===== config.mk =====
export PLATFORM = sky130hd
export DESIGN_NAME = switch_table_command_regs
export DESIGN_NICKNAME = d
export VERILOG_FILES = /design/src/switch_table_command_regs.v /design/src/tag_table_ram.v
export VERILOG_INCLUDE_DIRS = /design/src
export SDC_FILE = /design/constraint.sdc
export NUM_CORES = 1
export LEC_CHECK = 0
export ABC_AREA = 1
export BUFFER_PORTS_ARGS = -buffer_cell sky130_fd_sc_hd__buf_4
export CORE_MARGIN = 5
export CORE_UTILIZATION = 56
export DETAILED_ROUTE_END_ITERATION = 6
export PLACE_DENSITY_LB_ADDON = 0.12
export SLEW_MARGIN = 15
export SYNTH_ARGS = -nofsm -noshare
export SYNTH_HDL_FRONTEND = slang
export SYNTH_HIERARCHICAL = 1
export SYNTH_SLANG_ARGS = --single-unit
export TNS_END_PERCENT = 20

===== constraint.sdc =====
create_clock -name CLK -period 3.5 [get_ports CLK]
set_input_delay 0.7 -clock CLK [delete_from_list [all_inputs] [get_ports CLK]]
set_output_delay 0.7 -clock CLK [all_outputs]
set_load 0.01 [all_outputs]

===== src/switch_regs_map.vh =====
// Register map, field positions, reset values and timing counts of the
// switch table command registers. Definitions only; included by name.
`ifndef SWITCH_REGS_MAP_VH
`define SWITCH_REGS_MAP_VH

// ----------------------------------------------------------------------
// Register indexes (byte address is four times the index)
// ----------------------------------------------------------------------
`define IDX_LOOKUP_STATUS 16'h1808
`define IDX_LOOKUP_CONFIG 16'h1809
`define IDX_TAG_COMMAND 16'h180b
`define IDX_TAG_WRITE_DATA 16'h180c
`define IDX_TAG_READ_DATA 16'h1810
`define IDX_TAG_CMD_STATUS 16'h1811

// ----------------------------------------------------------------------
// Field positions
// ----------------------------------------------------------------------
`define STS_MAKE_BIT 0
`define STS_INIT_BIT 1
`define CFG_AGE_TEST_BIT 0
`define CMD_DIR_BIT 5
`define CMD_SEL_BIT 4
`define CMD_IDX_MSB 3
`define CMD_IDX_LSB 0
`define CMD_MSB 5
`define TAG_PEND_BIT 0
`define MEMBER_MSB 17
`define DEFTAG_MSB 14

// ----------------------------------------------------------------------
// Reset values
// ----------------------------------------------------------------------
`define CMD_RESET 6'h00
`define WDATA_RESET 18'h00000
`define RDATA_RESET 18'h00000

// ----------------------------------------------------------------------
// Table geometry
// ----------------------------------------------------------------------
`define MEMBER_DEPTH 16
`define DEFTAG_DEPTH 3

// ----------------------------------------------------------------------
// Timing
// ----------------------------------------------------------------------
`define CLK_MHZ 13'd200
`define INIT_TIME_US 13'd20
`define INIT_CYCLES (`INIT_TIME_US * `CLK_MHZ)
`define CLK_HZ 36'd200000000
`define SEC_PER_MIN 36'd60
`define MS_PER_SEC 36'd1000
`define AGE_NORMAL_MIN 36'd5
`define AGE_TEST_MS 36'd50
`define AGE_NORMAL_CYCLES (`AGE_NORMAL_MIN * `SEC_PER_MIN * `CLK_HZ)
`define AGE_TEST_CYCLES (`AGE_TEST_MS * `CLK_HZ / `MS_PER_SEC)

`endif


===== src/switch_table_command_regs.v =====
// Control and status registers of the switch engine: lookup table
// initialisation and entry-creation status, aging timer, and indirect
// commands on the tag membership and per-port default tag tables.
// Assumes an APB master on CLK and an entry-creation engine that pulses
// MAKE_START and MAKE_DONE, both synchronous to CLK.
//
// Functional notes
// - Lookup status bit 1 shows lookup table initialisation is complete.
// - Initialisation runs after every reset of the switch fabric.
// - Initialisation lasts about 20 us.
// - Received packets are dropped while initialisation runs.
// - Init flag reads 0 after reset, self-sets at end, not writable.
// - Lookup status bit 0 shows entry creation busy, self-clears, resets 0.
// - Aging-test bit shortens aging period from 5 min to 50 ms.
// - A write of the tag command register with lane 0 enabled starts a table access unless one is pending.
// - Command bit 5 set means table read, clear means table write.
// - Command bit 4 set picks default tag table, clear membership table.
// - Command bits 3:0 index entry 0-15 or port 0-2.
// - Read: pending stays set until done, then read data register holds result.
//
// Our own choice: the APB slave port.
`timescale 1ns/1ps
`include "switch_regs_map.vh"
module switch_table_command_regs #(
   parameter [12:0] INIT_CYCLES = `INIT_CYCLES,
   parameter [35:0] AGE_NORMAL_CYCLES = `AGE_NORMAL_CYCLES,
   parameter [35:0] AGE_TEST_CYCLES = `AGE_TEST_CYCLES
) (
   input wire CLK,
   input wire RESETN,
   input wire PSEL,
   input wire PENABLE,
   input wire PWRITE,
   input wire [15:0] PADDR,
   input wire [31:0] PWDATA,
   input wire [3:0] PSTRB,
   output wire PREADY,
   output reg [31:0] PRDATA,
   output reg PSLVERR,
   input wire MAKE_START,
   input wire MAKE_DONE,
   output wire RX_DROP,
   output wire AGE_TEST,
   output reg AGE_TICK
);
   // -------------------------------------------------------------------
   // Addresses and states
   // -------------------------------------------------------------------
   localparam [15:0] A_STATUS = `IDX_LOOKUP_STATUS << 2;
   localparam [15:0] A_CONFIG = `IDX_LOOKUP_CONFIG << 2;
   localparam [15:0] A_CMD = `IDX_TAG_COMMAND << 2;
   localparam [15:0] A_WDATA = `IDX_TAG_WRITE_DATA << 2;
   localparam [15:0] A_RDATA = `IDX_TAG_READ_DATA << 2;
   localparam [15:0] A_CMDSTS = `IDX_TAG_CMD_STATUS << 2;
   localparam [1:0] ST_IDLE = 2'b00;
   localparam [1:0] ST_ISSUE = 2'b01;
   localparam [1:0] ST_CAPTURE = 2'b10;
   localparam [12:0] INIT_LAST = INIT_CYCLES - 13'd1;
   localparam MAW = 4;
   localparam DAW = 2;

   // -------------------------------------------------------------------
   // Declarations
   // -------------------------------------------------------------------
   reg [12:0] init_cnt_reg;
   reg init_done_reg;
   reg make_pending_reg;
   reg age_test_reg;
   reg [35:0] age_cnt_reg;
   reg [`CMD_MSB:0] cmd_reg;
   reg [`MEMBER_MSB:0] wdata_reg;
   reg [`MEMBER_MSB:0] op_wdata_reg;
   reg [`MEMBER_MSB:0] rdata_reg;
   reg [1:0] state_reg;
   reg [1:0] state_next;
   reg pending_reg;
   reg [31:0] rd_mux;
   reg err_next;
   wire setup;
   wire access;
   wire wr_access;
   wire cmd_write;
   wire [35:0] age_limit;
   wire op_read;
   wire op_deftag;
   wire [`CMD_IDX_MSB:0] op_index;
   wire member_wr;
   wire member_rd;
   wire deftag_wr;
   wire deftag_rd;
   wire [`MEMBER_MSB:0] member_q;
   wire [`DEFTAG_MSB:0] deftag_q;

   // -------------------------------------------------------------------
   // APB decode
   // -------------------------------------------------------------------
   // Zero wait states; read data and error are prepared in setup phase
   assign PREADY = 1'b1;
   assign setup = PSEL && !PENABLE;
   assign access = PSEL && PENABLE;
   assign wr_access = access && PWRITE && !PSLVERR;
   // Lane 0 carries every command field, so it must be enabled
   assign cmd_write = wr_access && (PADDR == A_CMD) && PSTRB[0];

   always @* begin
      rd_mux = 32'h00000000;
      err_next = 1'b0;
      case (PADDR)
         A_STATUS: begin
            rd_mux[`STS_INIT_BIT] = init_done_reg;
            rd_mux[`STS_MAKE_BIT] = make_pending_reg;
         end
         A_CONFIG: begin
            rd_mux[`CFG_AGE_TEST_BIT] = age_test_reg;
         end
         A_CMD: begin
            rd_mux[`CMD_MSB:0] = cmd_reg;
            // A new command while one is in flight is refused
            err_next = PWRITE && pending_reg;
         end
         A_WDATA: begin
            rd_mux[`MEMBER_MSB:0] = wdata_reg;
         end
         A_RDATA: begin
            rd_mux[`MEMBER_MSB:0] = rdata_reg;
         end
         A_CMDSTS: begin
            rd_mux[`TAG_PEND_BIT] = pending_reg;
         end
         default: begin
            err_next = 1'b1;
         end
      endcase
   end

   always @(posedge CLK or negedge RESETN) begin
      if (!RESETN) begin
         PRDATA <= 32'h00000000;
         PSLVERR <= 1'b0;
      end else if (setup) begin
         PRDATA <= PWRITE ? 32'h00000000 : rd_mux;
         PSLVERR <= err_next;
      end
   end

   // -------------------------------------------------------------------
   // Lookup table initialisation
   // -------------------------------------------------------------------
   // Every reset restarts the count, so the flag always reads 0 first
   always @(posedge CLK or negedge RESETN) begin
      if (!RESETN) begin
         init_cnt_reg <= 13'h0000;
         init_done_reg <= 1'b0;
      end else if (!init_done_reg) begin
         if (init_cnt_reg == INIT_LAST) begin
            init_done_reg <= 1'b1;
         end else begin
            init_cnt_reg <= init_cnt_reg + 13'h0001;
         end
      end
   end

   // Writes to lookup registers are not blocked during init
   assign RX_DROP = !init_done_reg;

   // -------------------------------------------------------------------
   // Entry-creation status
   // -------------------------------------------------------------------
   // A start in the same cycle as a done wins, so no command is lost
   always @(posedge CLK or negedge RESETN) begin
      if (!RESETN) begin
         make_pending_reg <= 1'b0;
      end else if (MAKE_START) begin
         make_pending_reg <= 1'b1;
      end else if (MAKE_DONE) begin
         make_pending_reg <= 1'b0;
      end
   end

   // -------------------------------------------------------------------
   // Configuration and aging timer
   // -------------------------------------------------------------------
   always @(posedge CLK or negedge RESETN) begin
      if (!RESETN) begin
         age_test_reg <= 1'b0;
      end else if (wr_access && (PADDR == A_CONFIG) && PSTRB[0]) begin
         age_test_reg <= PWDATA[`CFG_AGE_TEST_BIT];
      end
   end

   assign AGE_TEST = age_test_reg;
   assign age_limit = age_test_reg ? AGE_TEST_CYCLES : AGE_NORMAL_CYCLES;

   // The >= compare lets a switch to test mode end a long period at once
   always @(posedge CLK or negedge RESETN) begin
      if (!RESETN) begin
         age_cnt_reg <= 36'h000000000;
         AGE_TICK <= 1'b0;
      end else if (age_cnt_reg >= age_limit - 36'h000000001) begin
         age_cnt_reg <= 36'h000000000;
         AGE_TICK <= 1'b1;
      end else begin
         age_cnt_reg <= age_cnt_reg + 36'h000000001;
         AGE_TICK <= 1'b0;
      end
   end

   // -------------------------------------------------------------------
   // Tag table command and write data registers
   // -------------------------------------------------------------------
   always @(posedge CLK or negedge RESETN) begin
      if (!RESETN) begin
         wdata_reg <= `WDATA_RESET;
      end else if (wr_access && (PADDR == A_WDATA)) begin
         if (PSTRB[0]) begin
            wdata_reg[7:0] <= PWDATA[7:0];
         end
         if (PSTRB[1]) begin
            wdata_reg[15:8] <= PWDATA[15:8];
         end
         if (PSTRB[2]) begin
            wdata_reg[`MEMBER_MSB:16] <= PWDATA[`MEMBER_MSB:16];
         end
      end
   end

   // Write data is snapshotted with the command, so a later load of the
   // write data register cannot disturb an access in flight
   always @(posedge CLK or negedge RESETN) begin
      if (!RESETN) begin
         cmd_reg <= `CMD_RESET;
         op_wdata_reg <= `WDATA_RESET;
      end else if (cmd_write) begin
         cmd_reg <= PWDATA[`CMD_MSB:0];
         op_wdata_reg <= wdata_reg;
      end
   end

   assign op_read = cmd_reg[`CMD_DIR_BIT];
   assign op_deftag = cmd_reg[`CMD_SEL_BIT];
   assign op_index = cmd_reg[`CMD_IDX_MSB:`CMD_IDX_LSB];

   // -------------------------------------------------------------------
   // Tag table access sequencer
   // -------------------------------------------------------------------
   always @* begin
      state_next = state_reg;
      case (state_reg)
         ST_IDLE: begin
            if (cmd_write) begin
               state_next = ST_ISSUE;
            end
         end
         ST_ISSUE: begin
            state_next = ST_CAPTURE;
         end
         ST_CAPTURE: begin
            state_next = ST_IDLE;
         end
         default: begin
            state_next = ST_IDLE;
         end
      endcase
   end

   always @(posedge CLK or negedge RESETN) begin
      if (!RESETN) begin
         state_reg <= ST_IDLE;
         pending_reg <= 1'b0;
      end else begin
         state_reg <= state_next;
         if (cmd_write) begin
            pending_reg <= 1'b1;
         end else if (state_reg == ST_CAPTURE) begin
            pending_reg <= 1'b0;
         end
      end
   end

   // Port index needs only two bits; index 3 falls outside the table
   assign member_wr = (state_reg == ST_ISSUE) && !op_read && !op_deftag;
   assign member_rd = (state_reg == ST_ISSUE) && op_read && !op_deftag;
   assign deftag_wr = (state_reg == ST_ISSUE) && !op_read && op_deftag && !op_index[3];
   assign deftag_rd = (state_reg == ST_ISSUE) && op_read && op_deftag;

   tag_table_ram #(
      .WIDTH(`MEMBER_MSB + 1),
      .DEPTH(`MEMBER_DEPTH),
      .AW(MAW)
   ) member_table (
      .clk(CLK),
      .resetn(RESETN),
      .wr_en(member_wr),
      .rd_en(member_rd),
      .addr(op_index),
      .wdata(op_wdata_reg),
      .rdata(member_q)
   );

   tag_table_ram #(
      .WIDTH(`DEFTAG_MSB + 1),
      .DEPTH(`DEFTAG_DEPTH),
      .AW(DAW)
   ) deftag_table (
      .clk(CLK),
      .resetn(RESETN),
      .wr_en(deftag_wr),
      .rd_en(deftag_rd),
      .addr(op_index[DAW-1:0]),
      .wdata(op_wdata_reg[`DEFTAG_MSB:0]),
      .rdata(deftag_q)
   );

   // Result lands in the same cycle pending drops
   always @(posedge CLK or negedge RESETN) begin
      if (!RESETN) begin
         rdata_reg <= `RDATA_RESET;
      end else if ((state_reg == ST_CAPTURE) && op_read) begin
         if (op_deftag) begin
            rdata_reg <= {{(`MEMBER_MSB - `DEFTAG_MSB){1'b0}}, deftag_q};
         end else begin
            rdata_reg <= member_q;
         end
      end
   end
endmodule // switch_table_command_regs


===== src/tag_table_ram.v =====
// Small single-port table memory with registered read data.
// Assumes one access per cycle; out-of-range writes are ignored and out-of-range reads return zero.
`timescale 1ns/1ps
module tag_table_ram #(
   parameter WIDTH = 18,
   parameter DEPTH = 16,
   parameter AW = 4
) (
   input wire clk,
   input wire resetn,
   input wire wr_en,
   input wire rd_en,
   input wire [AW-1:0] addr,
   input wire [WIDTH-1:0] wdata,
   output reg [WIDTH-1:0] rdata
);
   reg [WIDTH-1:0] mem [0:DEPTH-1];
   wire in_range;

   assign in_range = ({1'b0, addr} < DEPTH);

   always @(posedge clk) begin
      if (wr_en && in_range) begin
         mem[addr] <= wdata;
      end
   end

   // Out-of-range reads return zero rather than an unknown word
   always @(posedge clk or negedge resetn) begin
      if (!resetn) begin
         rdata <= {WIDTH{1'b0}};
      end else if (rd_en) begin
         rdata <= in_range ? mem[addr] : {WIDTH{1'b0}};
      end
   end
endmodule // tag_table_ram


Word level (Yosys, flattened, before mapping)
Memory sizes are Yosys's and may differ from the RTL's. A register that Yosys moved wholly into a read port is not among the register bits.
Index checks and enable logic that the tools add are counted.
{"block": "classes", "mux": 23, "order_cmp": 2, "add_sub_neg": 3, "eq_ne": 10, "bitwise": 2, "reduce_logical": 34}
{"operator": "$eq 16x15->1 const B", "n": 6}
{"operator": "$mux 36", "n": 2}
{"operator": "$add 36x1->36 const B", "n": 1}
{"operator": "$ge 36x36->1", "n": 1}
{"operator": "$mux 18", "n": 2}
{"operator": "$sub 36x1->36 const B", "n": 1}
{"operator": "$pmux 12 s2", "n": 1}
{"operator": "$logic_and 1x1->1", "n": 19}
{"operator": "$mux 15", "n": 1}
{"operator": "$add 13x1->13 const B", "n": 1}
{"operator": "$eq 13x12->1 const B", "n": 1}
{"operator": "$pmux 4 s3", "n": 1}
{"operator": "$mux 1", "n": 11}
{"operator": "$reduce_and 2->1", "n": 4}
{"operator": "$logic_not 1->1", "n": 7}
{"operator": "$pmux 1 s6", "n": 1}
{"operator": "$reduce_or 5->1", "n": 1}
{"operator": "$pmux 1 s4", "n": 1}
{"operator": "$pmux 2 s2", "n": 1}
{"operator": "$reduce_bool 2->1", "n": 2}
{"operator": "$eq 2x1->1 const B", "n": 1}
{"operator": "$eq 2x2->1 const B", "n": 1}
{"operator": "$logic_not 2->1", "n": 1}
{"operator": "$lt 2x2->1 const B", "n": 1}
{"operator": "other kinds (4)", "n": 5}
{"block": "totals", "mem_count": 2, "elab_cells": 93, "ff_bits": 164, "ramBits": 333}
{"memory": "member_table.mem", "words": 16, "word_bits": 18, "read_ports": 1, "rd_ports_with_merged_regs": 1, "write_ports": 1, "line": "tag_table_ram.v:17", "rtl": "reg [WIDTH-1:0] mem [0:DEPTH-1];"}
{"memory": "deftag_table.mem", "words": 3, "word_bits": 15, "read_ports": 1, "rd_ports_with_merged_regs": 0, "write_ports": 1, "line": "tag_table_ram.v:17"}

Depth between registers and ports, before layout
{"block": "depth", "depth_word": 7, "mapped_depth": 12}

Hierarchy
The synthesis kept the hierarchy.
{"module": "tag_table_ram (member_table)", "seq_area_each_um2": 9098.7, "n_inst": 1, "cells_per_inst": 1136, "area_per_inst_um2": 12574.6}
{"module": "switch_table_command_regs", "seq_area_each_um2": 3378.2, "n_inst": 1, "cells_per_inst": 969, "area_per_inst_um2": 7497.2}
{"module": "tag_table_ram (deftag_table)", "seq_area_each_um2": 1726.7, "n_inst": 1, "cells_per_inst": 182, "area_per_inst_um2": 2294.7}

Worst setup path after synthesis
No wires, ideal clock.
{"block": "synth_path", "kind": "register -> register", "startpoint": "register cmd_reg[4]", "endpoint": "memory deftag_table/mem[0][0] (netlist bit) (enable)", "path_slack_ns": 0.983, "n_path_buf": 2, "arrival_time_ns": 2.111, "t_required_ns": 3.094, "path_stages_with_launch": 7, "path_cell_list": "dfrtp_1 > clkbuf_1 > inv_1 > clkbuf_1 > nor3_1 > inv_1 > nor3_1"}
{"block": "synth_via", "elab_chain_cells": 5}
{"element": "start: declaration", "line": "switch_table_command_regs.v:70", "rtl": "reg [`CMD_MSB:0] cmd_reg;"}
{"element": "start signal: assignment", "line": "switch_table_command_regs.v:231", "rtl": "cmd_reg <= `CMD_RESET;"}
{"element": "start signal: assignment", "line": "switch_table_command_regs.v:234", "rtl": "cmd_reg <= PWDATA[`CMD_MSB:0];"}
{"element": "$logic_and 1x1->1 (2 in a row)", "line": "switch_table_command_regs.v:283", "rtl": "assign deftag_wr = (state_reg == ST_ISSUE) && !op_read && op_deftag && !op_index[3];"}
{"element": "net deftag_wr", "line": "switch_table_command_regs.v:89", "rtl": "wire deftag_wr;"}
{"element": "$logic_and 1x1->1", "line": "tag_table_ram.v:23", "rtl": "if (wr_en && in_range) begin"}
{"element": "$mux 1", "line": "tag_table_ram.v:23"}
{"element": "$mux 1 (not written as such)", "line": "tag_table_ram.v:24", "rtl": "mem[addr] <= wdata;"}
{"element": "end: declaration", "line": "tag_table_ram.v:17"}
The timed path passes the listed nets, and every way through them passes these cells.

Worst setup path after layout
{"block": "layout_path", "startpoint": "register age_test_reg (netlist: AGE_TEST)", "endpoint": "register age_cnt_reg[11]"}
{"block": "layout_via", "elab_chain_cells": 4}
{"element": "start: declaration", "line": "switch_table_command_regs.v:68", "rtl": "reg age_test_reg;"}
{"element": "start signal: assignment", "line": "switch_table_command_regs.v:187", "rtl": "age_test_reg <= PWDATA[`CFG_AGE_TEST_BIT];"}
{"element": "$mux 36", "line": "switch_table_command_regs.v:192", "rtl": "assign age_limit = age_test_reg ? AGE_TEST_CYCLES : AGE_NORMAL_CYCLES;"}
{"element": "$sub 36x1->36", "line": "switch_table_command_regs.v:199", "rtl": "end else if (age_cnt_reg >= age_limit - 36'h000000001) begin"}
{"element": "$ge 36x36->1", "line": "switch_table_command_regs.v:199"}
{"element": "$mux 36", "line": "switch_table_command_regs.v:199"}
{"element": "end signal: assignment", "line": "switch_table_command_regs.v:203", "rtl": "age_cnt_reg <= age_cnt_reg + 36'h000000001;"}
{"element": "end: declaration", "line": "switch_table_command_regs.v:69", "rtl": "reg [35:0] age_cnt_reg;"}
No other way between the ends.
A chain may end at the register's enable or synchronous reset.

==> metrics.yaml <==
clock_tree:
  clk_pin_slew_worst_paths_ns: 0.06
  cts.htree.levels: 2
  clkSinkCount: 501
  cts.path.max_buffers: 3
  cts_resized: 0
  numCtsBuffers: 50
  cts_tree: "yes"
  clk_root_buffer_cell: "clkbuf_16"
  post_cts_buffers: 0
  cts_hold_buf: 0
  clk_latency_ns: 0.59
final_layout:
  drive_gt1_share_pct: 11.1
  num_antenna_cells: 0
  syn2layout_area_growth_pct: 11.1
  largest_reg_flops: 288
  nets: 2432
routing:
  via_count: 15500
  totalWireLength_um: 50600
  ant_nets: 0
  wl_per_cell_um: 17.3
  dr.pass1.iters: 5
  drc: 0
  drt_iter0_drc: 1117
  vias_per_cell: 5.30
floorplanning:
  num_rows: 73
  die_area_sq_um: 44000
  start_util_pct: 56.4
  die_y_um: 210
  pin_count: 96
  core_sq_um: 39600
  die_w_um: 210
synthesis:
  async_flop_share_pct: 33.5
  synth.distinct_cells: 42
  yosysSeqAreaShare_pct: 63.5
  syn_area_sq_um: 22400
  syn_inst: 2287
  synth.avg_cell_area_sq_um: 9.78
  netlist_top_cells_area: "edfxtp_1 45%, dfrtp_1 19%, nand2_1 16%, nand3_1 3.8%, nor2_1 3.4%"
  ys.flop_type: "edfxtp_1"
  yosys_warnings: 6
  yosys_register_bits: 501
  synth_top_area_share_pct: 44.7
  synth_edf_count: 333
  synth_top_cell_by_area: "edfxtp_1"
timing:
  report.final.slew_viol_count: 0
  rsz0062_at_grt: "false"
  finalHoldViolCount: 0
  tns_ns: 0
  fin_crit_sh_pct: 74.6
  fin_skew_ns: 0.0186
  max_slew_margin_pct: 27.0
  max_freq_mhz: 383
  setup_viol: 0
  tightestPinTransition_ns: 1.10
  fin_crit_ns: 2.61
global_routing:
  antenna_found_initial: 0
  grt_pass1_wl_um: 80400
  gr-total-overflow: 0
  grt_pass1_vias: 15000
  grt_max_degree: 91
  track_usage_pct: 23.0
worst_setup_path:
  cp_data_required_time_ns: 3.94
  path_max_fanout: 37
  crit_type: "reg2reg"
  cp-end-kind: "flip-flop"
  worst_setup_path_start_kind: "flip-flop"
  arrival_ns: 3.05
  reg2reg_slack_ns: 0.89
power:
  p_leak_nw: 10.4
  max-vdd-ir-drop_v: 0.000456
  powerDensity_nw_per_um2: 465
  total_power_w: 0.0116
hold_path:
  worstHoldPathType: "in2async"
flow_run:
  max_cap_viol_count: 0
placement:
  io_buffers: 65
  dp_hpwl_um: 30900
  gp_congestion: 0.900
run_status:
  status: "finished, final reports clean"
power by group:
part	internal, W	switching, W	leakage, nW
sequential	0.00626	0.000000492	5.09
clock	0.00300	0.00219	0.775
combinational	0.0000403	0.0000700	4.53
total	0.00930	0.00226	10.4
area by class of cell:
type	count	area, sq um
Tap cell	525	657
Clock buffer	64	1380
Timing Repair Buffer	108	890
Sequential cell	501	14200
Inverter	113	427
Fill cell	3286	14800
Clock inverter	27	221
Multi-Input combinational cell	1578	7070
Yosys cell counts (5+ instances only):
cell type and n:
nand2_1 933, edfxtp_1 333, nor2_1 203, nand3_1 170, dfrtp_1 168, inv_1 102, buf_4 37, buf_2 36
o21ai_1 34, xor2_1 28, nand4_1 25, o21ai_0 25, ha_1 21, buf_6 20, a21oi_1 19, nor2_2 16
clkbuf_1 13, nor3_1 12, o22ai_1 12, o211ai_1 11, or2_2 11, inv_2 10, nor2_4 8, nor3_2 6
o21a_1 5, xnor2_1 5
cell usage in the layout, fill, tap and decap left out, types with 6 or more instances in the layout:
| master | n |
|---|---|
| nor2_2 | 30 |
| buf_4 | 101 |
| o22ai_1 | 12 |
| nor2_1 | 189 |
| dfrtp_1 | 166 |
| nor2_4 | 8 |
| or2_2 | 11 |
| conb_1 | 15 |
| clkbuf_16 | 52 |
| o211ai_1 | 11 |
| o21ai_0 | 25 |
| nand4_1 | 25 |
| nor3_1 | 10 |
| a21oi_1 | 19 |
| nand2_1 | 933 |
| clkinv_1 | 8 |
| ha_1 | 21 |
| clkbuf_1 | 9 |
| clkinv_2 | 10 |
| o21ai_1 | 34 |
| inv_1 | 101 |
| nand3_1 | 170 |
| buf_12 | 6 |
| edfxtp_1 | 333 |
| xor2_1 | 28 |
| nor3_2 | 8 |
| inv_2 | 10 |
per-layer routing:
metal / up-vias / global-route usage, % / wire length (um)
met5: - / 0 / 0
met3: 110 / 3.84 / 2510
met2: 371 / 39.5 / 25000
met4: 0 / 7.47 / 1630
li1: 7575 / - / -
met1: 7408 / 30.2 / 21400
cells by family after synthesis:
group,share of synthesized area [%]
flip-flops,63.5
buffers and inverters,5.33
AO/OA/AOI/OAI,2.80
AND/OR/NAND/NOR,25.9
XOR/XNOR,1.29
adder cells (fa/ha/maj),1.17
other,0.0336
path summary, 6_finish.rpt:
| path | start | end | depth (start not counted) |
|---|---|---|---|
| worst max register to register | AGE_TEST | age_cnt_reg[11] | 9 |
| worst max-delay path | AGE_TEST | age_cnt_reg[11] | 9 |
| worst min-delay path | RESETN | wdata_reg[5] | 1 |
| max in group asynchronous | RESETN | init_cnt_reg[10] | 2 |
| worst min register to register | state_reg[0] | state_reg[0] | 1 |
| min in group CLK | MAKE_DONE | make_pending_reg | 2 |
stage by stage:
| step | hold slack, ns | worst slack [ns] | instances | utilization, % | instance area [sq um] |
|---|---|---|---|---|---|
| 2_1_floorplan | 0.404 | 0.983 | 2300 | - | 22400 |
| 3_3_place_gp | 0.431 | 0.942 | 2825 | 58.7 | 23200 |
| 3_5_place_dp | 0.438 | 0.807 | 2825 | 58.7 | 23200 |
| 4_1_cts | 0.166 | 0.787 | 2916 | 62.7 | 24800 |
| 5_1_grt | 0.188 | 0.624 | 2916 | 62.7 | 24800 |
| 6_report | 0.152 | 0.891 | 2916 | 62.7 | 24800 |
critical path: stages, from the launching register on:
cell and delay, ns:
dfrtp_1 0.69, inv_1 0.23, ha_1 0.36, nand2_1 0.07
nor2_1 0.14, inv_1 0.09, nor3_2 0.19, nand3_1 0.15
nand3_4 0.44, nor2_1 0.10
(Power assumes the default switching activity.)
